File: src/shared/eimg_pkg.sv
// constants and types shared by the encoder input image block
package eimg_pkg;

	// ----------------------------------------
	// widths
	// ----------------------------------------
	localparam int TEL_BYTES = 8;
	localparam int TEL_W = 64;
	localparam int DATA_W = 32;
	localparam int ADR_W = 6;
	localparam int ENC_STS_W = 4;

	// ----------------------------------------
	// input image layout (byte index, bit in byte)
	// ----------------------------------------
	localparam int IN_RD_ADR_BYTE = 4;
	localparam int IN_ENC_BYTE = 5;
	localparam int IN_CMP_BYTE = 6;
	localparam int IN_COMM_BYTE = 7;
	localparam int RD_ABORT_BIT = 7;
	localparam int WR_OK_BIT = 7;
	localparam int WR_BUSY_BIT = 6;
	localparam int UP_BIT = 0;
	localparam int DOWN_BIT = 1;
	localparam int GE2_BIT = 2;

	// ----------------------------------------
	// output image layout
	// ----------------------------------------
	localparam int OUT_WR_BYTE = 2;
	localparam int WR_REQ_BIT = 7;
	localparam int OUT_RD_BYTE = 3;
	localparam int OUT_DATA_BYTE = 4;

	// ----------------------------------------
	// register bank addresses seen by the controller
	// ----------------------------------------
	localparam logic [5:0] REG_POS_IDX = 6'h00;
	localparam logic [5:0] REG_RW_BASE = 6'h01;
	localparam int NUM_RW = 2;
	localparam logic [31:0] RW_RST = 32'h0000_0000;

	// ----------------------------------------
	// local software port offsets and reset values
	// ----------------------------------------
	localparam logic [7:0] SW_CTRL = 8'h00;
	localparam logic [7:0] SW_STATUS = 8'h04;
	localparam logic [7:0] SW_POS = 8'h08;
	localparam logic [7:0] SW_CMP2 = 8'h0C;
	localparam logic [7:0] SW_RD_REF = 8'h10;
	localparam logic [7:0] SW_WR_REF = 8'h14;
	localparam logic [7:0] SW_TEL_CNT = 8'h18;
	localparam int CTRL_WR_EN_BIT = 0;
	localparam int CTRL_RD_EN_BIT = 1;
	localparam logic [1:0] CTRL_RST = 2'h3;

	// write handshake states
	typedef enum logic [0:0] {
		WR_IDLE = 1'b0,
		WR_HELD = 1'b1
	} eimg_wr_state_t;

endpackage

File: src/shared/eimg_if.sv
// carriers between the image top and its register bank and comparator
`timescale 1ns/1ns

interface eimg_bank_if;
	logic wrEn;
	logic [5:0] wrAdr;
	logic [31:0] wrData;
	logic wrOk;
	logic [5:0] rdAdr;
	logic [31:0] rdData;
	logic rdOk;
	logic [31:0] posVal;
	logic [31:0] cmp2Val;
	modport top (output wrEn, wrAdr, wrData, rdAdr, posVal, input wrOk, rdData, rdOk, cmp2Val);
	modport bank (input wrEn, wrAdr, wrData, rdAdr, posVal, output wrOk, rdData, rdOk, cmp2Val);
endinterface

interface eimg_cmp_if;
	logic [31:0] posVal;
	logic posValid;
	logic [31:0] cmp2Val;
	logic up;
	logic down;
	logic atOrAbove;
	modport top (output posVal, posValid, cmp2Val, input up, down, atOrAbove);
	modport cmp (input posVal, posValid, cmp2Val, output up, down, atOrAbove);
endinterface

File: src/hw/eimg_top.sv
// encoder module input image: telegram exchange, register access, live status
//
// Overview of operation
// - read data is register value, zero if refused
// - read-refused flag clear on success, else set
// - echo six-bit read address in image
// - read value placed in input bytes 0-3
// - write-done flag reports whether write succeeded
// - request high: busy flag high, no new job
// - request low: busy flag low, job accepted next
// - forward four encoder status bits
// - count-up set while position increases
// - count-down set while position decreases
// - compare bit set when position >= second value
// - status bits always show present condition
// - flags hold their value until the next telegram
// - input telegram is eight bytes, fixed layout
// - encoder byte carries write done and busy
//
// ----------------------------------------
// timing at the ports
// ----------------------------------------
// telegram taken on the edge with telStrobe high
// read and write fields answer one cycle later
// telInValid stands for that one cycle only
// read fields hold until the next telegram
// a read in a write telegram sees the old value
// encoder status shows one cycle after the pins
// up and down show two cycles after a sample
// compare bit trails the position by two cycles
// software read data stands one cycle, else zero
//
// ----------------------------------------
// limits
// ----------------------------------------
// controller registers: 0 position, 1 compare, 2 spare
// addresses 3 to 63 refused for read and write
// software control gates telegram reads and writes
// a new write job needs a request-low telegram first
// counters stop at all ones rather than wrap
// byte 7 and unused bits of bytes 4 to 6 read zero
`timescale 1ns/1ns

module eimg_top (
	input wire logic ref_clk, // 50 MHz system clock
	input wire logic rst_n, // async reset, active low
	input wire logic telStrobe, // one-cycle pulse: output image valid
	input wire logic [63:0] telOut, // controller output image, byte n at [8n+7:8n]
	output logic [63:0] telIn, // input image returned to controller
	output logic telInValid, // one-cycle pulse: input image refreshed
	input wire logic [31:0] encPos, // current_position_value from encoder
	input wire logic encPosValid, // one-cycle pulse: new position sample
	input wire logic [3:0] encStatus, // encoder_status_bit3..0
	input wire logic [7:0] swAddr, // software port byte address
	input wire logic [31:0] swWrData, // software write data
	input wire logic swWr, // software write strobe
	input wire logic swRd, // software read strobe
	output logic [31:0] swRdData // software read data, cycle after strobe
);
	// ----------------------------------------
	// declarations
	// ----------------------------------------
	eimg_bank_if bankBus ();
	eimg_cmp_if cmpBus ();

	eimg_pkg::eimg_wr_state_t wrStateQ;
	logic [31:0] posQ;
	logic posValidQ;
	logic [31:0] rdDataQ;
	logic [5:0] rdAdrQ;
	logic rdAbortQ;
	logic writeDoneOkQ;
	logic writeHandshakeBusyQ;
	logic [3:0] encStsQ;
	logic countingUpwardQ;
	logic countingDownwardQ;
	logic atOrAboveCmp2Q;
	logic telInValidQ;
	logic [1:0] ctrlQ;
	logic [15:0] rdRefCntQ;
	logic [15:0] wrRefCntQ;
	logic [15:0] telCntQ;
	logic [31:0] swRdDataQ;

	logic wrReq;
	logic [5:0] wrAdr;
	logic [5:0] rdAdr;
	logic [31:0] wrData;
	logic jobStart;
	logic writeAllowed;
	logic readAllowed;
	logic rdGranted;
	logic wrGranted;

	// ----------------------------------------
	// output image decode
	// ----------------------------------------
	// request bit, addresses and data come from fixed byte slots
	assign wrReq = telOut[eimg_pkg::OUT_WR_BYTE * 8 + eimg_pkg::WR_REQ_BIT];
	assign wrAdr = telOut[eimg_pkg::OUT_WR_BYTE * 8 +: eimg_pkg::ADR_W];
	assign rdAdr = telOut[eimg_pkg::OUT_RD_BYTE * 8 +: eimg_pkg::ADR_W];
	assign wrData = telOut[eimg_pkg::OUT_DATA_BYTE * 8 +: eimg_pkg::DATA_W];
	assign writeAllowed = ctrlQ[eimg_pkg::CTRL_WR_EN_BIT];
	assign readAllowed = ctrlQ[eimg_pkg::CTRL_RD_EN_BIT];

	// a job is only taken while the handshake is idle
	assign jobStart = telStrobe && wrReq && (wrStateQ == eimg_pkg::WR_IDLE);
	assign wrGranted = jobStart && writeAllowed && bankBus.wrOk;
	assign rdGranted = readAllowed && bankBus.rdOk;

	// ----------------------------------------
	// register bank
	// ----------------------------------------
	// bank sees the raw telegram; the top decides what is granted
	assign bankBus.wrEn = wrGranted;
	assign bankBus.wrAdr = wrAdr;
	assign bankBus.wrData = wrData;
	assign bankBus.rdAdr = rdAdr;
	assign bankBus.posVal = posQ;

	eimg_regbank uBank (
		.ref_clk(ref_clk),
		.rst_n(rst_n),
		.bus(bankBus)
	);

	// ----------------------------------------
	// position compare
	// ----------------------------------------
	// valid trails the sample by one edge so the compare sees the new position
	assign cmpBus.posVal = posQ;
	assign cmpBus.posValid = posValidQ;
	assign cmpBus.cmp2Val = bankBus.cmp2Val;

	eimg_compare uCmp (
		.ref_clk(ref_clk),
		.rst_n(rst_n),
		.cmp(cmpBus)
	);

	// ----------------------------------------
	// encoder sampling
	// ----------------------------------------
	// position held between samples so reads return a stable value
	always_ff @(posedge ref_clk or negedge rst_n) begin
		if (!rst_n) begin
			posQ <= 32'h0000_0000;
		end else if (encPosValid) begin
			posQ <= encPos;
		end
	end

	// marks the cycle in which posQ holds a fresh sample
	always_ff @(posedge ref_clk or negedge rst_n) begin
		if (!rst_n) begin
			posValidQ <= 1'b0;
		end else begin
			posValidQ <= encPosValid;
		end
	end

	// ----------------------------------------
	// write handshake
	// ----------------------------------------
	// held until the controller drops its request, so one request gives one write
	always_ff @(posedge ref_clk or negedge rst_n) begin
		if (!rst_n) begin
			wrStateQ <= eimg_pkg::WR_IDLE;
		end else if (telStrobe) begin
			case (wrStateQ)
				eimg_pkg::WR_IDLE: begin
					if (wrReq) begin
						wrStateQ <= eimg_pkg::WR_HELD;
					end
				end
				eimg_pkg::WR_HELD: begin
					if (!wrReq) begin
						wrStateQ <= eimg_pkg::WR_IDLE;
					end
				end
				default: begin
					wrStateQ <= eimg_pkg::WR_IDLE;
				end
			endcase
		end
	end

	// busy flag mirrors the request bit of the latest telegram
	always_ff @(posedge ref_clk or negedge rst_n) begin
		if (!rst_n) begin
			writeHandshakeBusyQ <= 1'b0;
		end else if (telStrobe) begin
			writeHandshakeBusyQ <= wrReq;
		end
	end

	// result of the last job stays until the next job replaces it
	always_ff @(posedge ref_clk or negedge rst_n) begin
		if (!rst_n) begin
			writeDoneOkQ <= 1'b0;
		end else if (jobStart) begin
			writeDoneOkQ <= wrGranted;
		end
	end

	// ----------------------------------------
	// read back
	// ----------------------------------------
	// a refused read returns zero so stale data is never mistaken for valid
	always_ff @(posedge ref_clk or negedge rst_n) begin
		if (!rst_n) begin
			rdDataQ <= 32'h0000_0000;
			rdAdrQ <= 6'h00;
			rdAbortQ <= 1'b0;
		end else if (telStrobe) begin
			rdDataQ <= rdGranted ? bankBus.rdData : 32'h0000_0000;
			rdAbortQ <= !rdGranted;
			rdAdrQ <= rdAdr;
		end
	end

	// ----------------------------------------
	// live status
	// ----------------------------------------
	// sampled every cycle, never latched, so the image shows the present state
	always_ff @(posedge ref_clk or negedge rst_n) begin
		if (!rst_n) begin
			encStsQ <= 4'h0;
			countingUpwardQ <= 1'b0;
			countingDownwardQ <= 1'b0;
			atOrAboveCmp2Q <= 1'b0;
		end else begin
			encStsQ <= encStatus;
			countingUpwardQ <= cmpBus.up;
			countingDownwardQ <= cmpBus.down;
			atOrAboveCmp2Q <= cmpBus.atOrAbove;
		end
	end

	// ----------------------------------------
	// telegram refresh
	// ----------------------------------------
	// one pulse per exchange, one cycle after the output image
	always_ff @(posedge ref_clk or negedge rst_n) begin
		if (!rst_n) begin
			telInValidQ <= 1'b0;
		end else begin
			telInValidQ <= telStrobe;
		end
	end

	// image assembled from flops only; unused bits read zero
	always_comb begin
		telIn = 64'h0000_0000_0000_0000;
		telIn[0 +: eimg_pkg::DATA_W] = rdDataQ;
		telIn[eimg_pkg::IN_RD_ADR_BYTE * 8 +: eimg_pkg::ADR_W] = rdAdrQ;
		telIn[eimg_pkg::IN_RD_ADR_BYTE * 8 + eimg_pkg::RD_ABORT_BIT] = rdAbortQ;
		telIn[eimg_pkg::IN_ENC_BYTE * 8 +: eimg_pkg::ENC_STS_W] = encStsQ;
		telIn[eimg_pkg::IN_ENC_BYTE * 8 + eimg_pkg::WR_OK_BIT] = writeDoneOkQ;
		telIn[eimg_pkg::IN_ENC_BYTE * 8 + eimg_pkg::WR_BUSY_BIT] = writeHandshakeBusyQ;
		telIn[eimg_pkg::IN_CMP_BYTE * 8 + eimg_pkg::UP_BIT] = countingUpwardQ;
		telIn[eimg_pkg::IN_CMP_BYTE * 8 + eimg_pkg::DOWN_BIT] = countingDownwardQ;
		telIn[eimg_pkg::IN_CMP_BYTE * 8 + eimg_pkg::GE2_BIT] = atOrAboveCmp2Q;
	end

	assign telInValid = telInValidQ;

	// ----------------------------------------
	// software control and counters
	// ----------------------------------------
	// control bits gate the controller's access to the bank
	always_ff @(posedge ref_clk or negedge rst_n) begin
		if (!rst_n) begin
			ctrlQ <= eimg_pkg::CTRL_RST;
		end else if (swWr && swAddr == eimg_pkg::SW_CTRL) begin
			ctrlQ <= swWrData[1:0];
		end
	end

	// counters saturate rather than wrap, so a large count is never misread as small
	always_ff @(posedge ref_clk or negedge rst_n) begin
		if (!rst_n) begin
			rdRefCntQ <= 16'h0000;
			wrRefCntQ <= 16'h0000;
			telCntQ <= 16'h0000;
		end else begin
			if (telStrobe && !rdGranted && rdRefCntQ != 16'hFFFF) begin
				rdRefCntQ <= rdRefCntQ + 16'h0001;
			end
			if (jobStart && !wrGranted && wrRefCntQ != 16'hFFFF) begin
				wrRefCntQ <= wrRefCntQ + 16'h0001;
			end
			if (telStrobe && telCntQ != 16'hFFFF) begin
				telCntQ <= telCntQ + 16'h0001;
			end
		end
	end

	// read data stands only in the cycle after the strobe
	always_ff @(posedge ref_clk or negedge rst_n) begin
		if (!rst_n) begin
			swRdDataQ <= 32'h0000_0000;
		end else if (swRd) begin
			case (swAddr)
				eimg_pkg::SW_CTRL: begin
					swRdDataQ <= {30'h0000_0000, ctrlQ};
				end
				eimg_pkg::SW_STATUS: begin
					swRdDataQ <= {16'h0000, telIn[eimg_pkg::IN_CMP_BYTE * 8 +: 8],
						telIn[eimg_pkg::IN_ENC_BYTE * 8 +: 8]};
				end
				eimg_pkg::SW_POS: begin
					swRdDataQ <= posQ;
				end
				eimg_pkg::SW_CMP2: begin
					swRdDataQ <= bankBus.cmp2Val;
				end
				eimg_pkg::SW_RD_REF: begin
					swRdDataQ <= {16'h0000, rdRefCntQ};
				end
				eimg_pkg::SW_WR_REF: begin
					swRdDataQ <= {16'h0000, wrRefCntQ};
				end
				eimg_pkg::SW_TEL_CNT: begin
					swRdDataQ <= {16'h0000, telCntQ};
				end
				default: begin
					swRdDataQ <= 32'h0000_0000;
				end
			endcase
		end else begin
			swRdDataQ <= 32'h0000_0000;
		end
	end

	assign swRdData = swRdDataQ;
endmodule

File: src/hw/eimg_regbank.sv
// register bank addressed by the controller telegrams
`timescale 1ns/1ns

module eimg_regbank (
	input wire logic ref_clk, // system clock
	input wire logic rst_n, // async reset, active low
	eimg_bank_if.bank bus // read and write requests
);
	logic [31:0] rwQ [eimg_pkg::NUM_RW];

	// ----------------------------------------
	// writable entries, one per index
	// ----------------------------------------
	for (genvar i = 0; i < eimg_pkg::NUM_RW; i++) begin : gRw
		always_ff @(posedge ref_clk or negedge rst_n) begin
			if (!rst_n) begin
				rwQ[i] <= eimg_pkg::RW_RST;
			end else if (bus.wrEn && bus.wrAdr == eimg_pkg::REG_RW_BASE + 6'(i)) begin
				rwQ[i] <= bus.wrData;
			end
		end
	end

	// address decode: position is read only, entries 1 and 2 read and write, the rest is refused
	always_comb begin
		logic [5:0] rdOff;
		logic [5:0] wrOff;
		rdOff = bus.rdAdr - eimg_pkg::REG_RW_BASE;
		wrOff = bus.wrAdr - eimg_pkg::REG_RW_BASE;
		bus.wrOk = (bus.wrAdr >= eimg_pkg::REG_RW_BASE) && (wrOff < 6'(eimg_pkg::NUM_RW));
		bus.rdOk = 1'b0;
		bus.rdData = 32'h0000_0000;
		if (bus.rdAdr == eimg_pkg::REG_POS_IDX) begin
			bus.rdOk = 1'b1;
			bus.rdData = bus.posVal;
		end else if (bus.rdAdr >= eimg_pkg::REG_RW_BASE && rdOff < 6'(eimg_pkg::NUM_RW)) begin
			bus.rdOk = 1'b1;
			bus.rdData = rwQ[rdOff[0]];
		end
	end

	// first writable entry is the second compare value
	assign bus.cmp2Val = rwQ[0];
endmodule

File: src/hw/eimg_compare.sv
// count direction and relational compare of the encoder position
`timescale 1ns/1ns

module eimg_compare (
	input wire logic ref_clk, // system clock
	input wire logic rst_n, // async reset, active low
	eimg_cmp_if.cmp cmp // position in, results out
);
	logic [31:0] lastPosQ;
	logic upQ;
	logic downQ;
	logic geQ;

	// direction judged between two successive samples
	always_ff @(posedge ref_clk or negedge rst_n) begin
		if (!rst_n) begin
			lastPosQ <= 32'h0000_0000;
			upQ <= 1'b0;
			downQ <= 1'b0;
		end else if (cmp.posValid) begin
			lastPosQ <= cmp.posVal;
			upQ <= cmp.posVal > lastPosQ;
			downQ <= cmp.posVal < lastPosQ;
		end
	end

	// compared every cycle, since a telegram write may move the compare value
	always_ff @(posedge ref_clk or negedge rst_n) begin
		if (!rst_n) begin
			geQ <= 1'b0;
		end else begin
			geQ <= cmp.posVal >= cmp.cmp2Val;
		end
	end

	assign cmp.up = upQ;
	assign cmp.down = downQ;
	assign cmp.atOrAbove = geQ;
endmodule

File: config.mk
export PLATFORM = sky130hd
export DESIGN_NAME = eimg_top
export DESIGN_NICKNAME = d
export VERILOG_FILES = /design/src/shared/eimg_pkg.sv /design/src/shared/eimg_if.sv /design/src/hw/eimg_top.sv /design/src/hw/eimg_regbank.sv /design/src/hw/eimg_compare.sv
export SDC_FILE = /design/constraint.sdc
export NUM_CORES = 1
export LEC_CHECK = 0
export ABC_AREA = 1
export BUFFER_PORTS_ARGS = -buffer_cell sky130_fd_sc_hd__buf_4
export CAP_MARGIN = 0
export CORE_MARGIN = 10
export CORE_UTILIZATION = 57
export DETAILED_ROUTE_END_ITERATION = 8
export PLACE_DENSITY = 0.83
export SYNTH_ARGS = -nofsm -noshare
export SYNTH_HDL_FRONTEND = slang
export SYNTH_SLANG_ARGS = --single-unit
File: constraint.sdc
create_clock -name ref_clk -period 2.2 [get_ports ref_clk]
set_clock_uncertainty 0.2 [all_clocks]
set_input_delay 0.11 -clock ref_clk [delete_from_list [all_inputs] [get_ports ref_clk]]
set_output_delay 0.11 -clock ref_clk [all_outputs]
set_load 0.02 [all_outputs]
==> impl_metrics.json <==
{
  "period_needed_ns": 2.14,
  "synth_top_area_cell": "dfrtp_1",
  "dp_hpwl_mm": 29.0,
  "synth.distinct_cells": 39,
  "finalSetupTns_ns": 0,
  "die_h_um": 175,
  "port_buffers": 177,
  "slew_headroom_pct": 54.8,
  "cts_root_buffer": "clkbuf_16",
  "drc_errors": 0,
  "synth_area_leaders": "dfrtp_1 48%, nand2_1 9.8%, ha_1 6.6%",
  "crit_type": "register to register",
  "synth.top_cell.area_share_pct": 47.7,
  "pwr-share-seq_pct": 44.4,
  "clk_pin_slew_worst_paths_ns": 0.06,
  "cts_tree": "yes",
  "p_int_mw": 8.97,
  "grt_overflow": 0,
  "drt-initial-drc-count": 1225,
  "row_count": 56,
  "grt_max_degree": 69,
  "pin_count": 243,
  "power_switching_mw": 3.52,
  "drv_slew": 0,
  "wl_mm": 43.8,
  "cts_buffer_depth": 3,
  "synth-edff-count": 0,
  "combinationalPowerShare_pct": 16.2,
  "finalPower_mw": 12.5,
  "grt_pass1_wl_mm": 70.4,
  "fin_crit_sh_pct": 97.4,
  "peakVddDrop_mv": 0.617,
  "syn-cell-area_um2": 13700,
  "ys.flop_type": "dfrtp_1",
  "max_slew.worst_pin.slew_ns": 0.678,
  "endpoint_kind": "register",
  "grt_pass1_vias": 13200,
  "ys_seq_area_share_pct": 48.1,
  "cts.sinks": 263,
  "clkPwrFrac_pct": 39.4,
  "initial_core_util_pct": 58.2,
  "outcome": "complete, no violations",
  "synthCells": 1607,
  "cp.required_ns": 2.45,
  "hold_path_class": "primary input to register",
  "seqCellArea_um2": 6580,
  "die_width_um": 175,
  "vias": 12700,
  "ys_ff_latch": 263,
  "dr.pass1.iters": 6,
  "fillers": 1614,
  "async_flop_share_pct": 100,
  "dieArea_um2": 30600,
  "ant_nets": 0,
  "track_usage_pct": 28.1,
  "post_cts_buffers": 0,
  "maxCapViolCount": 0,
  "startpoint_type": "register",
  "layout.nets": 2137,
  "setup_viol": 0,
  "synth.most_common_cell": "nand2_1",
  "numCtsBuffers": 27,
  "fmax_mhz": 466,
  "htree_levels": 1,
  "hold_viol_final": 0,
  "yosysWarnings": 0,
  "grt_setup_unrepaired": "yes",
  "crit_arrival_ns": 2.40,
  "vias_per_cell": 5.62,
  "multi_input_area_um2": 5930,
  "antenna_found_initial": 0,
  "syn_area_per_cell_um2": 8.52,
  "drive_gt1_share_pct": 15.8,
  "crit_fanout": 4,
  "clkLatencyLatePin_ns": 0.55,
  "power.share.switching_pct": 28.2,
  "area_growth_pct": 30.0,
  "leakage_nw": 8.39,
  "core_area_um2": 23500,
  "wire_per_inst_um": 19.4,
  "synth_commonest_cells": "359 x nand2_1, 261 x dfrtp_1, 217 x inv_1, 125 x o21ai_0, 72 x ha_1",
  "place_congestion": 0.965,
  "diodes": 0,
  "power_density_nw_per_um2": 702
}
[flip-flops by register name, indices dropped and copies added, names as in the netlist, 2 cells and up]
register	count
encStsQ	4
swRdData	32
telCntQ	16
uBank.bus.cmp2Val	32
uCmp.lastPosQ	32
wrRefCntQ	16
rdAdrQ	6
ctrlQ	2
uBank.rwQ	32
rdRefCntQ	16
rdDataQ	32
bankBus.posVal	32
[cells in the final DEF, fill, tap and decap left out, types with 2 or more instances in the layout]
cell / instances
a21o_1: 2
a21oi_1: 45
a22oi_1: 7
buf_12: 8
buf_4: 208
bufinv_16: 4
clkbuf_1: 3
clkbuf_16: 27
clkbuf_8: 6
clkinv_1: 2
clkinv_2: 7
clkinvlp_4: 2
conb_1: 16
dfrtp_1: 261
dfstp_2: 2
dlygate4sd3_1: 136
ha_1: 72
inv_1: 216
mux2_2: 21
nand2_1: 357
nand2_2: 4
nand3_1: 60
nand4_1: 17
nand4_4: 2
nor2_1: 71
nor2_4: 3
nor3_1: 33
nor3_2: 3
nor3_4: 2
nor4_1: 3
o211ai_1: 65
o21a_1: 3
o21ai_0: 123
o21ai_1: 66
o22ai_1: 31
xnor2_1: 2
xor2_1: 41
[metal layers]
metal	global-route usage (%)	wire, um	up-vias
li1	-	-	5883
met1	33.2	16500	6109
met2	49.8	22500	586
met3	5.24	3350	119
met4	10.3	1560	0
met5	0	0	-
[area by class of cell]
type | count | area share, %
Sequential cell | 263 | 37.0
Multi-Input combinational cell | 1054 | 33.3
Timing Repair Buffer | 354 | 17.5
Inverter | 219 | 4.62
Clock buffer | 36 | 4.32
Tap cell | 319 | 2.24
Clock inverter | 14 | 1.01
[power groups by stage]
stage               Clock, mW  Sequential, mW  Combinational [mW]
floorplan                   0            5.51                1.12
global placement            0            5.60                1.67
detailed placement          0            5.61                1.74
CTS                      4.93            5.53                1.99
global route             5.17            5.58                2.28
finish                   4.93            5.54                2.03
[per-stage QoR]
stage | area (um2) | setup slack (ns) | utilization, % | hold WS (ns) | std cells
after floorplan | 13700 | 0.0453 | - | -0.386 | 1622
after global placement | 15400 | 0.0659 | 65.6 | -0.0747 | 2073
after detailed placement | 15400 | 0.0306 | 65.6 | -0.0695 | 2073
after CTS | 17800 | 0.109 | 75.4 | 0.00448 | 2259
after global routing | 17800 | -0.0231 | 75.6 | 0.00578 | 2259
final | 17800 | 0.0561 | 75.6 | 0.0172 | 2259
[logic make-up after synthesis]
| family | synth area share (%) |
|---|---|
| other | 0.0274 |
| flip-flops | 48.1 |
| XOR/XNOR | 2.75 |
| AND/OR/NAND/NOR | 17.1 |
| adder cells (fa/ha/maj) | 6.58 |
| multiplexers | 1.73 |
| buffers and inverters | 9.27 |
| AO/OA/AOI/OAI | 14.4 |
[worst max-delay path, stage by stage (launching register included)]
cell           delay, ns
dfstp_2             0.55
nand3_1             0.12
nor3_4              0.35
nand2_1             0.18
dlygate4sd3_1       0.59
o21ai_0             0.07
[timing repair]
item	in CTS	in global routing
hold buffers	136	0
pin swaps	0	1
resized for setup	1	10
endpoints found under the setup margin	1	14
hold endpoints to repair	406	0
[path summary, 6_finish.rpt]
kind | slack, ns | cells past startpoint | end | from
worst max-delay path | 0.06 | 5 | writeDoneOkQ | ctrlQ[0]
worst min-delay path | 0.02 | 2 | encStsQ[0] | encStatus[0]
worst max register to register | 0.06 | 5 | writeDoneOkQ | ctrlQ[0]
worst min register to register | 0.17 | 0 | atOrAboveCmp2Q | uCmp.cmp.atOrAbove
max in group asynchronous | 0.57 | 4 | bankBus.posVal[31] | rst_n
min in group asynchronous | 0.50 | 3 | uBank.bus.cmp2Val[14] | rst_n
Note: power is estimated with default switching activity, not from simulation.
